## config.mk

```make
export PLATFORM = sky130hd
export DESIGN_NAME = mrs_reset_seq
export DESIGN_NICKNAME = d
export VERILOG_FILES = /design/src/hw/mrs_reset_seq.v
export VERILOG_INCLUDE_DIRS = /design/src /design/src/hw
export SDC_FILE = /design/constraint.sdc
export NUM_CORES = 1
export LEC_CHECK = 0
export ABC_AREA = 0
export BUFFER_PORTS_ARGS = -buffer_cell sky130_fd_sc_hd__buf_2
export CAP_MARGIN = 15
export CORE_MARGIN = 4
export CORE_UTILIZATION = 50
export DETAILED_ROUTE_END_ITERATION = 12
export GPL_TIMING_DRIVEN = 0
export HOLD_SLACK_MARGIN = 0.15
export PLACE_DENSITY = 0.78
export SYNTH_ARGS = -nofsm -noshare
export SYNTH_HDL_FRONTEND = slang
export SYNTH_SLANG_ARGS = --single-unit
```

## constraint.sdc

```tcl
create_clock -name clk_i -period 2.95 [get_ports clk_i]
set_input_delay 0.4425 -clock clk_i [delete_from_list [all_inputs] [get_ports clk_i]]
set_output_delay 0.4425 -clock clk_i [all_outputs]
set_load 0.02 [all_outputs]
```

## src/hw/mrs_reset_defs.vh

```
// register indices, reset values and timing counts of the reset sequencer
`ifndef MRS_RESET_DEFS_VH
`define MRS_RESET_DEFS_VH
// register indices; byte address is index times four
`define MRS_IX_FLAGS 6'd0
`define MRS_IX_PULLH 6'd1
`define MRS_IX_PULLL 6'd2
`define MRS_IX_CLKCTL 6'd3
`define MRS_IX_OSCMODE 6'd4
`define MRS_IX_STABSEL 6'd5
`define MRS_IX_TMRCLK 6'd6
`define MRS_IX_MEMMAP 6'd7
`define MRS_IX_WDCLK 6'd8
`define MRS_IX_WDMODE 6'd9
`define MRS_IX_CSMODE 6'd10
`define MRS_IX_ASMODE 6'd11
`define MRS_IX_ASFLAGS 6'd12
`define MRS_IX_BAUD 6'd13
`define MRS_IX_TXSHIFT 6'd14
`define MRS_IX_ADMODE 6'd15
`define MRS_IX_ADINSEL 6'd16
`define MRS_IX_IRQREQ 6'd17
`define MRS_IX_IRQMASK 6'd18
`define MRS_IX_IRQPRIO 6'd19
`define MRS_IX_IRQEDGE 6'd20
`define MRS_IX_TMR_BASE 6'd21
`define MRS_IX_LATCH_BASE 6'd29
`define MRS_IX_DIR_BASE 6'd35
`define MRS_IX_STATUS 6'd41
// reset values
`define MRS_RV_FLAGS 8'h02
`define MRS_RV_CLKCTL 8'h04
`define MRS_RV_STABSEL 8'h04
`define MRS_RV_MEMMAP 8'h46
`define MRS_RV_TXSHIFT 8'hFF
`define MRS_RV_ADMODE 8'h01
`define MRS_RV_IRQMASK 8'hFF
`define MRS_RV_IRQPRIO 8'hFF
`define MRS_RV_DIR 8'hFF
`define MRS_RV_ZERO 8'h00
// memory map settings
`define MRS_MAP_LARGE 8'h46
`define MRS_MAP_SMALL 8'h82
`define MRS_MAP_MID 8'h64
// reset vector, low byte first
`define MRS_VEC_ADDR_LO 16'h0000
`define MRS_VEC_ADDR_HI 16'h0001
// timing
`define MRS_STAB_OSC_PERIODS 131072
`define MRS_OSC_PER_CLK 1
`define MRS_WDT_HOLD_CYCLES 4'd4
`endif

```

## src/hw/mrs_reset_seq.v

```verilog
// reset sequencer: reset sources, stabilization wait, reset register file
//
// Summary of operation
// - pin low or watchdog overflow give one common reset, same effect.
// - after the wait, program counter loads from vector bytes 0000H/0001H.
// - all pins float during reset and the stabilization wait.
// - pin high releases reset, then 2^17 oscillator periods before running.
// - watchdog reset self-releases and then takes the same wait.
// - main oscillator stops while the reset pin is low.
// - reset out of stop keeps stop contents while held; ports float.
// - during reset and wait only the program counter is undefined.
// - stack, RAM, general registers, converter result untouched; RAM kept, but ram_retain_o is raised only for a reset out of stop.
// - reset sets the flags word to 02H.
// - port latches clear to 00H, direction registers set to FFH.
// - clock control 04H, stabilization select 04H, pull-up, osc mode 00H.
// - both event counters and watchdog clock and mode registers clear.
// - serial mode, status and baud clear; transmit shift loads FFH.
// - converter mode 01H, converter input select 00H.
// - irq flags and edge mode clear; mask and priority set FFH.
// - reset loads the memory map register with 46H.
// - reset map gives 24 Kbytes ROM and 512 bytes RAM.
// - memory map register is written only as a whole byte.
// - 82H or 64H shrink the map to the smaller variants.
//
// The register addresses and the Wishbone interface to the registers were left to the implementer.
`timescale 1ns/1ps
`default_nettype none
`include "mrs_reset_defs.vh"

module mrs_reset_seq #(
  parameter STAB_CYCLES = `MRS_STAB_OSC_PERIODS * `MRS_OSC_PER_CLK,
  parameter NPORT = 6,
  parameter NREG = 42
) (
  input wire clk_i,
  input wire rst_i,
  input wire ext_reset_n_i,
  input wire wdt_overflow_i,
  input wire stop_mode_i,
  input wire [7:0] vec_lo_i,
  input wire [7:0] vec_hi_i,
  input wire [7:0] wb_adr_i,
  input wire [31:0] wb_dat_i,
  input wire [3:0] wb_sel_i,
  input wire wb_we_i,
  input wire wb_cyc_i,
  input wire wb_stb_i,
  output reg [31:0] wb_dat_o,
  output reg wb_ack_o,
  output reg core_reset_o,
  output reg pin_hiz_o,
  output reg osc_stop_o,
  output reg ram_retain_o,
  output reg cpu_run_o,
  output reg [15:0] vec_addr_o,
  output reg [15:0] instr_pointer_o,
  output reg [5:0] rom_kbytes_o,
  output reg [9:0] ram_bytes_o,
  output reg [8*NPORT-1:0] port_out_o,
  output reg [8*NPORT-1:0] port_oe_o
);

  //--------------------------------------------------------------
  // states and reset values
  //--------------------------------------------------------------
  localparam [1:0] S_RUN = 2'd0;
  localparam [1:0] S_HOLD = 2'd1;
  localparam [1:0] S_STAB = 2'd2;

  // reset value of each register index
  function [7:0] rst_val;
    input [5:0] ix;
    begin
      rst_val = `MRS_RV_ZERO;
      case (ix)
        `MRS_IX_FLAGS: rst_val = `MRS_RV_FLAGS;
        `MRS_IX_CLKCTL: rst_val = `MRS_RV_CLKCTL;
        `MRS_IX_STABSEL: rst_val = `MRS_RV_STABSEL;
        `MRS_IX_MEMMAP: rst_val = `MRS_RV_MEMMAP;
        `MRS_IX_TXSHIFT: rst_val = `MRS_RV_TXSHIFT;
        `MRS_IX_ADMODE: rst_val = `MRS_RV_ADMODE;
        `MRS_IX_IRQMASK: rst_val = `MRS_RV_IRQMASK;
        `MRS_IX_IRQPRIO: rst_val = `MRS_RV_IRQPRIO;
        default:
        begin
          if (ix >= `MRS_IX_DIR_BASE && ix < `MRS_IX_STATUS)
            rst_val = `MRS_RV_DIR;
          else
            rst_val = `MRS_RV_ZERO;
        end
      endcase
    end
  endfunction

  //--------------------------------------------------------------
  // reset sources and sequencing state
  //--------------------------------------------------------------
  reg [1:0] state_ff;
  reg [1:0] nxt_state;
  reg [17:0] stab_cnt_ff;
  reg [17:0] nxt_stab_cnt;
  reg [3:0] wd_cnt_ff;
  reg [3:0] nxt_wd_cnt;
  reg from_stop_ff;
  reg nxt_from_stop;
  reg cause_wd_ff;
  reg nxt_cause_wd;
  reg [7:0] regs_ff [0:NREG-1];
  reg ack_ff;
  wire pin_low;
  wire req_any;
  wire stab_done;
  wire hold_regs;
  wire load_rv;
  wire bus_wr;
  wire [5:0] bus_ix;

  // the pin is taken as synchronous; its width is the source's duty
  // a pulse shorter than ten microseconds is still honoured
  assign pin_low = ~ext_reset_n_i;
  // both sources merge into one request
  assign req_any = pin_low | wdt_overflow_i;
  assign stab_done = (stab_cnt_ff == STAB_CYCLES[17:0] - 18'd1);
  // stop contents kept while reset is held
  assign hold_regs = from_stop_ff & (state_ff == S_HOLD);
  // post-reset values present during reset and wait, except while a reset out of stop is held
  assign load_rv = (state_ff != S_RUN) & ~hold_regs;
  assign bus_ix = wb_adr_i[7:2];
  // byte lane zero must be selected for any write
  assign bus_wr = wb_cyc_i & wb_stb_i & wb_we_i & ~ack_ff & wb_sel_i[0];

  // next state of the sequencer
  always @*
  begin
    nxt_state = state_ff;
    nxt_stab_cnt = stab_cnt_ff;
    nxt_wd_cnt = wd_cnt_ff;
    nxt_from_stop = from_stop_ff;
    nxt_cause_wd = cause_wd_ff;
    case (state_ff)
      S_RUN:
      begin
        if (req_any)
        begin
          // same entry for pin and watchdog
          nxt_state = S_HOLD;
          nxt_from_stop = stop_mode_i;
          nxt_cause_wd = wdt_overflow_i & ~pin_low;
          nxt_wd_cnt = wdt_overflow_i ? `MRS_WDT_HOLD_CYCLES : 4'd0;
        end
      end
      S_HOLD:
      begin
        if (wdt_overflow_i)
          nxt_wd_cnt = `MRS_WDT_HOLD_CYCLES;
        else if (wd_cnt_ff != 4'd0)
          nxt_wd_cnt = wd_cnt_ff - 4'd1;
        // pin high releases; watchdog hold self-ends
        if (!req_any && wd_cnt_ff <= 4'd1)
        begin
          nxt_state = S_STAB;
          nxt_stab_cnt = 18'd0;
          nxt_wd_cnt = 4'd0;
        end
      end
      S_STAB:
      begin
        if (req_any)
        begin
          // a new request restarts the whole sequence
          nxt_state = S_HOLD;
          nxt_cause_wd = wdt_overflow_i & ~pin_low;
          nxt_wd_cnt = wdt_overflow_i ? `MRS_WDT_HOLD_CYCLES : 4'd0;
        end
        else if (stab_done)
        begin
          // execution begins only after the full wait
          nxt_state = S_RUN;
          nxt_from_stop = 1'b0;
        end
        else
          nxt_stab_cnt = stab_cnt_ff + 18'd1;
      end
      default:
        nxt_state = S_HOLD;
    endcase
  end

  // sequencer registers; power-on reset starts like a pin reset
  always @(posedge clk_i)
  begin
    if (rst_i)
    begin
      state_ff <= S_HOLD;
      stab_cnt_ff <= 18'd0;
      wd_cnt_ff <= 4'd0;
      from_stop_ff <= 1'b0;
      cause_wd_ff <= 1'b0;
    end
    else
    begin
      state_ff <= nxt_state;
      stab_cnt_ff <= nxt_stab_cnt;
      wd_cnt_ff <= nxt_wd_cnt;
      from_stop_ff <= nxt_from_stop;
      cause_wd_ff <= nxt_cause_wd;
    end
  end

  //--------------------------------------------------------------
  // sequencer outputs
  //--------------------------------------------------------------
  // all flop outputs; reset, float, retain and run flags driven from the next state to avoid a lag
  always @(posedge clk_i)
  begin
    if (rst_i)
    begin
      core_reset_o <= 1'b1;
      pin_hiz_o <= 1'b1;
      osc_stop_o <= 1'b0;
      ram_retain_o <= 1'b0;
      cpu_run_o <= 1'b0;
      vec_addr_o <= `MRS_VEC_ADDR_LO;
      instr_pointer_o <= 16'h0000;
    end
    else
    begin
      core_reset_o <= (nxt_state != S_RUN);
      pin_hiz_o <= (nxt_state != S_RUN);
      // oscillator off while the pin is low
      osc_stop_o <= pin_low;
      ram_retain_o <= nxt_from_stop;
      cpu_run_o <= (nxt_state == S_RUN);
      // low vector byte address through the wait, high byte address in the first run cycle
      // counter parks at its end value, so qualify with the wait state
      if (state_ff == S_STAB && stab_done)
        vec_addr_o <= `MRS_VEC_ADDR_HI;
      else
        vec_addr_o <= `MRS_VEC_ADDR_LO;
      // pointer taken from the vector at the end of the wait
      if (state_ff == S_STAB && stab_done && !req_any)
        instr_pointer_o <= {vec_hi_i, vec_lo_i};
    end
  end

  //--------------------------------------------------------------
  // register file
  //--------------------------------------------------------------
  // one flop byte per index; reset values reload during any reset
  genvar gi;
  generate
    for (gi = 0; gi < NREG; gi = gi + 1)
    begin : g_reg
      // index of this byte at the bus width
      localparam [5:0] REG_IX = gi;
      always @(posedge clk_i)
      begin
        if (rst_i)
          regs_ff[gi] <= rst_val(REG_IX);
        else if (load_rv)
          regs_ff[gi] <= rst_val(REG_IX);
        else if (gi == `MRS_IX_STATUS)
          // status index shows live state, never written
          regs_ff[gi] <= {4'd0, pin_low, cause_wd_ff, state_ff};
        else if (bus_wr && bus_ix == REG_IX)
          regs_ff[gi] <= wb_dat_i[7:0];
      end
    end
  endgenerate

  //--------------------------------------------------------------
  // wishbone slave
  //--------------------------------------------------------------
  // one wait-free answer: ack in the cycle after the strobe
  always @(posedge clk_i)
  begin
    if (rst_i)
    begin
      ack_ff <= 1'b0;
      wb_ack_o <= 1'b0;
      wb_dat_o <= 32'h0000_0000;
    end
    else
    begin
      ack_ff <= wb_cyc_i & wb_stb_i & ~ack_ff;
      wb_ack_o <= wb_cyc_i & wb_stb_i & ~ack_ff;
      // unmapped indices answer zero
      if (bus_ix < NREG[5:0])
        wb_dat_o <= {24'h00_0000, regs_ff[bus_ix]};
      else
        wb_dat_o <= 32'h0000_0000;
    end
  end

  //--------------------------------------------------------------
  // memory map decode
  //--------------------------------------------------------------
  // other settings keep the previous map rather than guess a size
  always @(posedge clk_i)
  begin
    if (rst_i)
    begin
      rom_kbytes_o <= 6'd24;
      ram_bytes_o <= 10'd512;
    end
    else
    begin
      case (regs_ff[`MRS_IX_MEMMAP])
        `MRS_MAP_LARGE:
        begin
          rom_kbytes_o <= 6'd24;
          ram_bytes_o <= 10'd512;
        end
        `MRS_MAP_SMALL:
        begin
          rom_kbytes_o <= 6'd8;
          ram_bytes_o <= 10'd256;
        end
        `MRS_MAP_MID:
        begin
          rom_kbytes_o <= 6'd16;
          ram_bytes_o <= 10'd384;
        end
        default:
        begin
          rom_kbytes_o <= rom_kbytes_o;
          ram_bytes_o <= ram_bytes_o;
        end
      endcase
    end
  end

  //--------------------------------------------------------------
  // port pins
  //--------------------------------------------------------------
  // a zero direction bit drives; any reset phase floats the pin
  genvar gp;
  generate
    for (gp = 0; gp < NPORT; gp = gp + 1)
    begin : g_port
      always @(posedge clk_i)
      begin
        if (rst_i)
        begin
          port_out_o[8*gp +: 8] <= 8'h00;
          port_oe_o[8*gp +: 8] <= 8'h00;
        end
        else
        begin
          port_out_o[8*gp +: 8] <= regs_ff[`MRS_IX_LATCH_BASE + gp];
          // enables off whenever reset or wait is active
          if (nxt_state != S_RUN)
            port_oe_o[8*gp +: 8] <= 8'h00;
          else
            port_oe_o[8*gp +: 8] <= ~regs_ff[`MRS_IX_DIR_BASE + gp];
        end
      end
    end
  endgenerate

endmodule // mrs_reset_seq

`default_nettype wire

```

==> impl_metrics.tcl, run 1 <==
set metrics [dict create \
    numCtsBuffers 49 \
    wire_per_inst_um 24.7 \
    place_congestion 1.04 \
    crit_path_max_fanout 10 \
    fin_area_mm2 0.0245 \
    instances_no_fill 2486 \
    clk_path_buf_depth 3 \
    required_ns 3.22 \
    synth_area_leaders "edfxtp_1 (48%), dfxtp_1 (15%), and2_1 (7.7%)" \
    portBuffers 166 \
    dieHeight_um 212 \
    period_needed_ns 2.99 \
    ant_nets 0 \
    yosysUniqueCellTypes 60 \
    synthDominantCellAreaShare_pct 48.1 \
    min_path_cells 3 \
    yosysMostFrequentCell "edfxtp_1" \
    power_per_cell_area_mw_per_mm2 644 \
    post-route-period-util_pct 101 \
    worstSetupEndpointType "flop" \
    fin_skew_ns 0.0444 \
    p_leak_nw 9.77 \
    grt_pass1_vias 14400 \
    htreeDepth 2 \
    r2r_slack_ns 0.09 \
    ys_seq_area_share_pct 63.2 \
    dp_cells 2368 \
    worstPathArrival_ns 3.26 \
    root_buffer "clkbuf_16" \
    timing.rr.end "regs_ff[33][4]$_SDFFCE_PN0P_" \
    hpwl_um 43700 \
    synth_warnings 0 \
    grt_use_total_pct 26.8 \
    drive_above_1_share_pct 21.6 \
    initial_core_util_pct 50.6 \
    path_class "input pin to flop" \
    cts_tree "done" \
    setup_tns_ns -0.513 \
    yosysTopAreaCell "edfxtp_1" \
    outcome "complete, but fails checks" \
    slew_viol_final 0 \
    timing.final.ws_setup_ns -0.0415 \
    synth_top_cells_by_count "edfxtp_1 (332), and2_1 (254), dfxtp_1 (156), nor2_1 (114), or3_1 (93)" \
    worst_slew_pin_slew_ns 0.975 \
    fmax_mhz 334 \
    startpoint_type "input pin" \
    grt_max_degree 15 \
    firstDrtPassIters 6 \
    min_to "ram_retain_o$_SDFFE_PP0P_" \
    synth_edf_count 332 \
    cts.sinks 488 \
    worstHoldStart "stop_mode_i" \
    rsz0062_at_grt "true" \
    worstHoldPathType "input pin to flop" \
    vdd_drop_max_v 0.000488 \
    violations "negative setup slack" \
    core_area_mm2 0.0409 \
    synth_ff_type "edfxtp_1" \
    grt_overflow_total 0 \
    rows 74 \
    clk_pin_slew_ns 0.06 \
    slew_headroom_pct 35.0 \
    drcViolationCount 0 \
    avgSynthCellArea_um2 13.0 \
    async_reset_ff_share_pct 0 \
    dr.first_iter.drc_count 1989 \
    worst-r2r-cell-count 7 \
    dpl-instance-area_mm2 0.0225 \
    clk_latency_ns 0.61 \
    fin_util_pct 59.8 \
    vias 14500 \
    synthesis.area_mm2 0.0207 \
    cap_viol_max_count 0 \
    r2r-start "state_ff[1]$_SDFF_PP0_" \
    nets 1984 \
    hold_viol 0 \
    n_fill_cell 3157 \
    wl_um 61400 \
    timing.final.setup_violations 14 \
    synth_cells 1599 \
    grt_pass1_wl_um 89400 \
    die_w_um 212 \
    drt-vias-per-instance 5.83 \
    synth-seq-cells 488 \
    antenna_found_initial 4 \
    die-area_mm2 0.0448 \
    io_pins 250 \
    syn2layout_area_growth_pct 18.1 \
]
-- cell usage in the layout (no fill, tap or decap), types with 7 or more instances in the layout --
master | netlist | final
buf_2 | 25 | 200
o22ai_1 | 15 | 15
buf_4 | 53 | 65
edfxtp_1 | 332 | 332
a21oi_1 | 29 | 29
nand2_1 | 40 | 40
inv_1 | 12 | 12
o21ai_1 | 1 | 24
dlygate4sd3_1 | 0 | 19
conb_1 | 2 | 55
mux2i_1 | 68 | 68
a211oi_1 | 9 | 9
or3_1 | 93 | 93
clkbuf_16 | 0 | 53
and3_1 | 11 | 11
nor2b_1 | 56 | 56
nor2_1 | 114 | 114
o21ai_2 | 0 | 7
nand3_1 | 19 | 18
a22oi_1 | 13 | 13
clkbuf_1 | 86 | 100
o21ai_0 | 61 | 31
mux4_2 | 59 | 59
and2_1 | 254 | 254
dfxtp_1 | 156 | 156
clkinv_2 | 0 | 7
nor3_1 | 11 | 11
-- registers in the layout (all words and copies together) (netlist names), 2 cells and up --
register         cells
ram_bytes_o          3
port_out_o          48
regs_ff            332
wb_dat_o             8
stab_cnt_ff         18
wd_cnt_ff            4
state_ff             2
rom_kbytes_o         2
instr_pointer_o     16
port_oe_o           48
-- how the worst max path moves through the flow --
| stage | start | end | slack [ns] | cells past startpoint |
|---|---|---|---|---|
| 2_1_floorplan | rst_i | regs_ff[40][0]$_SDFFCE_PN1P_ | 0.42 | 5 |
| 3_3_place_gp | wb_adr_i[2] | regs_ff[33][3]$_SDFFCE_PN0P_ | -1.26 | 6 |
| 3_5_place_dp | wb_adr_i[2] | regs_ff[17][2]$_SDFFCE_PN0P_ | -1.13 | 6 |
| 4_1_cts | state_ff[1]$_SDFF_PP0_ | regs_ff[6][5]$_SDFFCE_PN0P_ | 0.03 | 5 |
| 5_1_grt | wb_adr_i[2] | regs_ff[19][1]$_SDFFCE_PN1P_ | -0.006 | 6 |
| 6_report | wb_adr_i[2] | regs_ff[31][0]$_SDFFCE_PN0P_ | -0.04 | 7 |
-- per-layer routing --
layer  up-vias  part of all wire [%]  track usage [%]
li1       6293                     -                -
met1      6871                    35             34.1
met2      1076                    46             42.2
met3       246                    13             7.63
met4         2                   5.6             13.5
met5         -                 0.023                0
-- through the flow --
stage	power (mW)	setup WS [ns]	hold slack, ns
after global placement	9.38	-1.26	0.424
final	15.8	-0.0415	0.170
after floorplan	8.88	0.417	0.405
after detailed placement	9.45	-1.13	0.426
after global routing	16.2	-0.00567	0.190
after CTS	15.7	0.0327	0.156
-- kinds of logic after synthesis --
logic type | after synthesis | share of synthesized area [%]
AOI/OAI and AO/OA | 163 | 4.86
muxes | 130 | 9.86
other | 2 | 0.0362
xor gates and xnor gates | 3 | 0.127
buffers and inverters | 181 | 4.50
adders and majority gates | 4 | 0.242
DFF | 488 | 63.2
and+or+nand+nor | 628 | 17.2
-- timing repair --
action / CTS / global route
hold endpoints to repair: 18 / 0
hold buffers: 19 / 0
setup buffers: 1 / 2
setup endpoints to repair: 261 / 97
resized for setup: 34 / 6
pin swaps: 1 / 1
-- worst max-delay path, stage by stage --
cell      delay (ns)
buf_2           0.10
buf_2           0.28
buf_2           0.52
nand3_2         0.46
clkbuf_1        0.54
o21ai_0         0.60
buf_2           0.30
-- report_power, final --
part           internal (mW)  leakage, nW  switching, mW
clock network           3.71        0.813           2.64
registers               7.73         4.94          0.155
logic                  0.508         4.02           1.01
-- cell type report --
| type | count | area [µm²] | area share [%] |
|---|---|---|---|
| clock buffers | 74 | 1470 | 5.99 |
| repair buffers | 209 | 1190 | 4.86 |
| clock inverters | 17 | 188 | 0.767 |
| flip-flops and latches | 488 | 13100 | 53.5 |
| well taps | 532 | 666 | 2.72 |
| diodes | 2 | 5.00 | 0.0205 |
| plain buffers | 169 | 887 | 3.62 |
| multi-input cells | 983 | 6930 | 28.3 |
| inverters | 12 | 45.0 | 0.184 |
(Power assumes the default switching activity.)
==> inputs of run 2 (changes only) <==
--- a/config.mk
+++ b/config.mk
@@ -14,7 +14,7 @@
 export DETAILED_ROUTE_END_ITERATION = 12
 export GPL_TIMING_DRIVEN = 0
 export HOLD_SLACK_MARGIN = 0.15
-export PLACE_DENSITY = 0.78
+export PLACE_DENSITY = 0.74
 export SYNTH_ARGS = -nofsm -noshare
 export SYNTH_HDL_FRONTEND = slang
 export SYNTH_SLANG_ARGS = --single-unit
==> run 2 against run 1 <==
  * The run still ends with negative setup slack left
  * Via count is 0.32% lower
  * Hold slack better by 0.015 ns
  * Setup slack got worse by 0.10 ns
  * First-iteration DRC count up 1.4%
  * Non-clock buffer count fell by 2
  * Utilization about the same
  * Fmax fell by 3.3%
  * Register-to-register slack worse by 0.24 ns
  * Cell count is 0.12% lower
  * Critical path depth fell by 2
  * Largest cell class unchanged
==> impl_metrics.tcl, run 2 (synthesized netlist as in run 1, its figures left out) <==
set metrics [dict create \
    outcome "complete, but fails checks" \
    violations "negative setup slack" \
    drive_above_1_share_pct 21.9 \
    vdd_drop_max_v 0.000455 \
    path_buf_inv 3 \
    slowest_delay_ns 0.65 \
    rows 74 \
    drcViolationCount 0 \
    fin_skew_ns 0.0256 \
    power_per_cell_area_mw_per_mm2 646 \
    cts_tree "done" \
    worstHoldPathType "input pin to flop" \
    startpoint_type "flop" \
    grt_pass1_wl_um 89100 \
    nets 1982 \
    grt_use_total_pct 26.8 \
    slew_viol_final 0 \
    hold_ws_ns 0.184 \
    ant_nets 0 \
    worstSetupEndpointType "flop" \
    place_congestion 1.04 \
    die_w_um 212 \
    period_needed_ns 3.10 \
    firstDrtPassIters 6 \
    required_ns 3.25 \
    htreeDepth 2 \
    slew_headroom_pct 27.2 \
    vias 14400 \
    grt_pass1_vias 14100 \
    cts.sinks 488 \
    wl_um 61700 \
    rsz0062_at_grt "true" \
    cp_common_cell "clkbuf_1" \
    worst_slew_pin_slew_ns 1.09 \
    syn2layout_area_growth_pct 18.1 \
    path_class "flop to flop" \
    numCtsBuffers 49 \
    clk_path_buf_depth 3 \
    crit_path_max_fanout 10 \
    p_leak_nw 9.77 \
    timing.final.setup_violations 75 \
    cap_viol_max_count 0 \
    timing.final.ws_setup_ns -0.145 \
    core_area_mm2 0.0409 \
    fmax_mhz 323 \
    layout_commonest_cell "edfxtp_1" \
    grt_overflow_total 0 \
    drt-vias-per-instance 5.82 \
    hpwl_um 44200 \
    largestRegisters "regs_ff x332, port_oe_o x48, port_out_o x48" \
    dieHeight_um 212 \
    setup_tns_ns -5.05 \
    post-route-period-util_pct 105 \
    clk_latency_ns 0.61 \
    initial_core_util_pct 50.6 \
    hold_viol 0 \
    antenna_found_initial 5 \
    clk_pin_slew_ns 0.06 \
    dr.first_iter.drc_count 2016 \
    cpLargestDelayFamily "buffers and inverters" \
    portBuffers 166 \
    mostFrequentLayoutCells "edfxtp_1 (332), and2_1 (254), buf_2 (198)" \
    worstPathCellList "or4_1, clkbuf_1, clkbuf_1, o21ai_0, buf_2" \
    wire_per_inst_um 24.8 \
    worstPathArrival_ns 3.40 \
    grt_max_degree 16 \
    largest_reg_flops 332 \
    root_buffer "clkbuf_16" \
    crit_slowest_cell "o21ai_0" \
    largest-register "regs_ff" \
    io_pins 250 \
    die-area_mm2 0.0448 \
]
## run 2: cell count changes in the layout (fill, tap and decap cells not counted), sizes merged
cell and delta:
bufinv +1, clkbuf -4, clkinv +2, diode -1, inv +1, buf -2
## run 2: path summary, 6_finish.rpt
| kind | from | to | slack (ns) | depth (start not counted) |
|---|---|---|---|---|
| worst max register to register | ack_ff$_SDFF_PP0_ | regs_ff[28][6]$_SDFFCE_PN0P_ | -0.15 | 5 |
| worst min register to register | regs_ff[38][0]$_SDFFCE_PN1P_ | port_oe_o[24]$_SDFF_PP0_ | 0.43 | 1 |
| worst max-delay path | ack_ff$_SDFF_PP0_ | regs_ff[28][6]$_SDFFCE_PN0P_ | -0.15 | 5 |
| worst min-delay path | stop_mode_i | ram_retain_o$_SDFFE_PP0P_ | 0.18 | 3 |
## run 2: per-layer routing
layer | global-route usage (%) | share of wire, % | up-vias
met3 | 7.59 | 13 | 207
met4 | 12.0 | 5.0 | 2
met2 | 42.8 | 46 | 985
li1 | - | - | 6288
met1 | 34.5 | 36 | 6959
met5 | 0 | 0.023 | -
## run 2: repair_timing
item	4_1_cts	5_1_grt
endpoints found under the setup margin	265	141
setup buffers	3	0
hold buffers	19	0
gates resized for setup	31	12
pin swaps	2	0
hold endpoints to repair	18	0
## run 2: worst min-delay path, delay by kind of cell
kind	cells	cell delay, ns
AOI/OAI and AO/OA	1	0.12
buffers and inverters	1	0.11
and+or+nand+nor	1	0.07
## run 2: cell type report
| cell class | count | area (µm²) |
|---|---|---|
| Inverter | 12 | 45.0 |
| Buffer | 169 | 887 |
| Antenna cell | 1 | 2.50 |
| Clock inverter | 21 | 241 |
| Multi-Input combinational cell | 983 | 6950 |
| Timing Repair Buffer | 207 | 1170 |
| Fill cell | 3187 | 16400 |
| Tap cell | 532 | 666 |
| Sequential cell | 488 | 13100 |
| Clock buffer | 70 | 1430 |
## run 2: report_power, final
part,total [mW],switching (mW),internal [mW],leakage [nW]
registers,7.89,0.156,7.73,4.94
logic,1.51,1.00,0.500,4.01
clock network,6.43,2.68,3.75,0.826
total,15.8,3.84,12.0,9.77
## run 2: stage by stage
| stage | utilization [%] | area [µm²] | setup WS, ns | instances | power (mW) |
|---|---|---|---|---|---|
| final | 59.8 | 24500 | -0.145 | 2483 | 15.8 |
| after floorplan | - | 20900 | 0.417 | 1652 | 8.88 |
| after global routing | 59.8 | 24500 | -0.160 | 2482 | 16.2 |
| after global placement | 54.8 | 22400 | -1.18 | 2350 | 9.40 |
| after detailed placement | 55.0 | 22500 | -1.13 | 2367 | 9.46 |
| after CTS | 59.7 | 24400 | 0.0191 | 2480 | 15.8 |
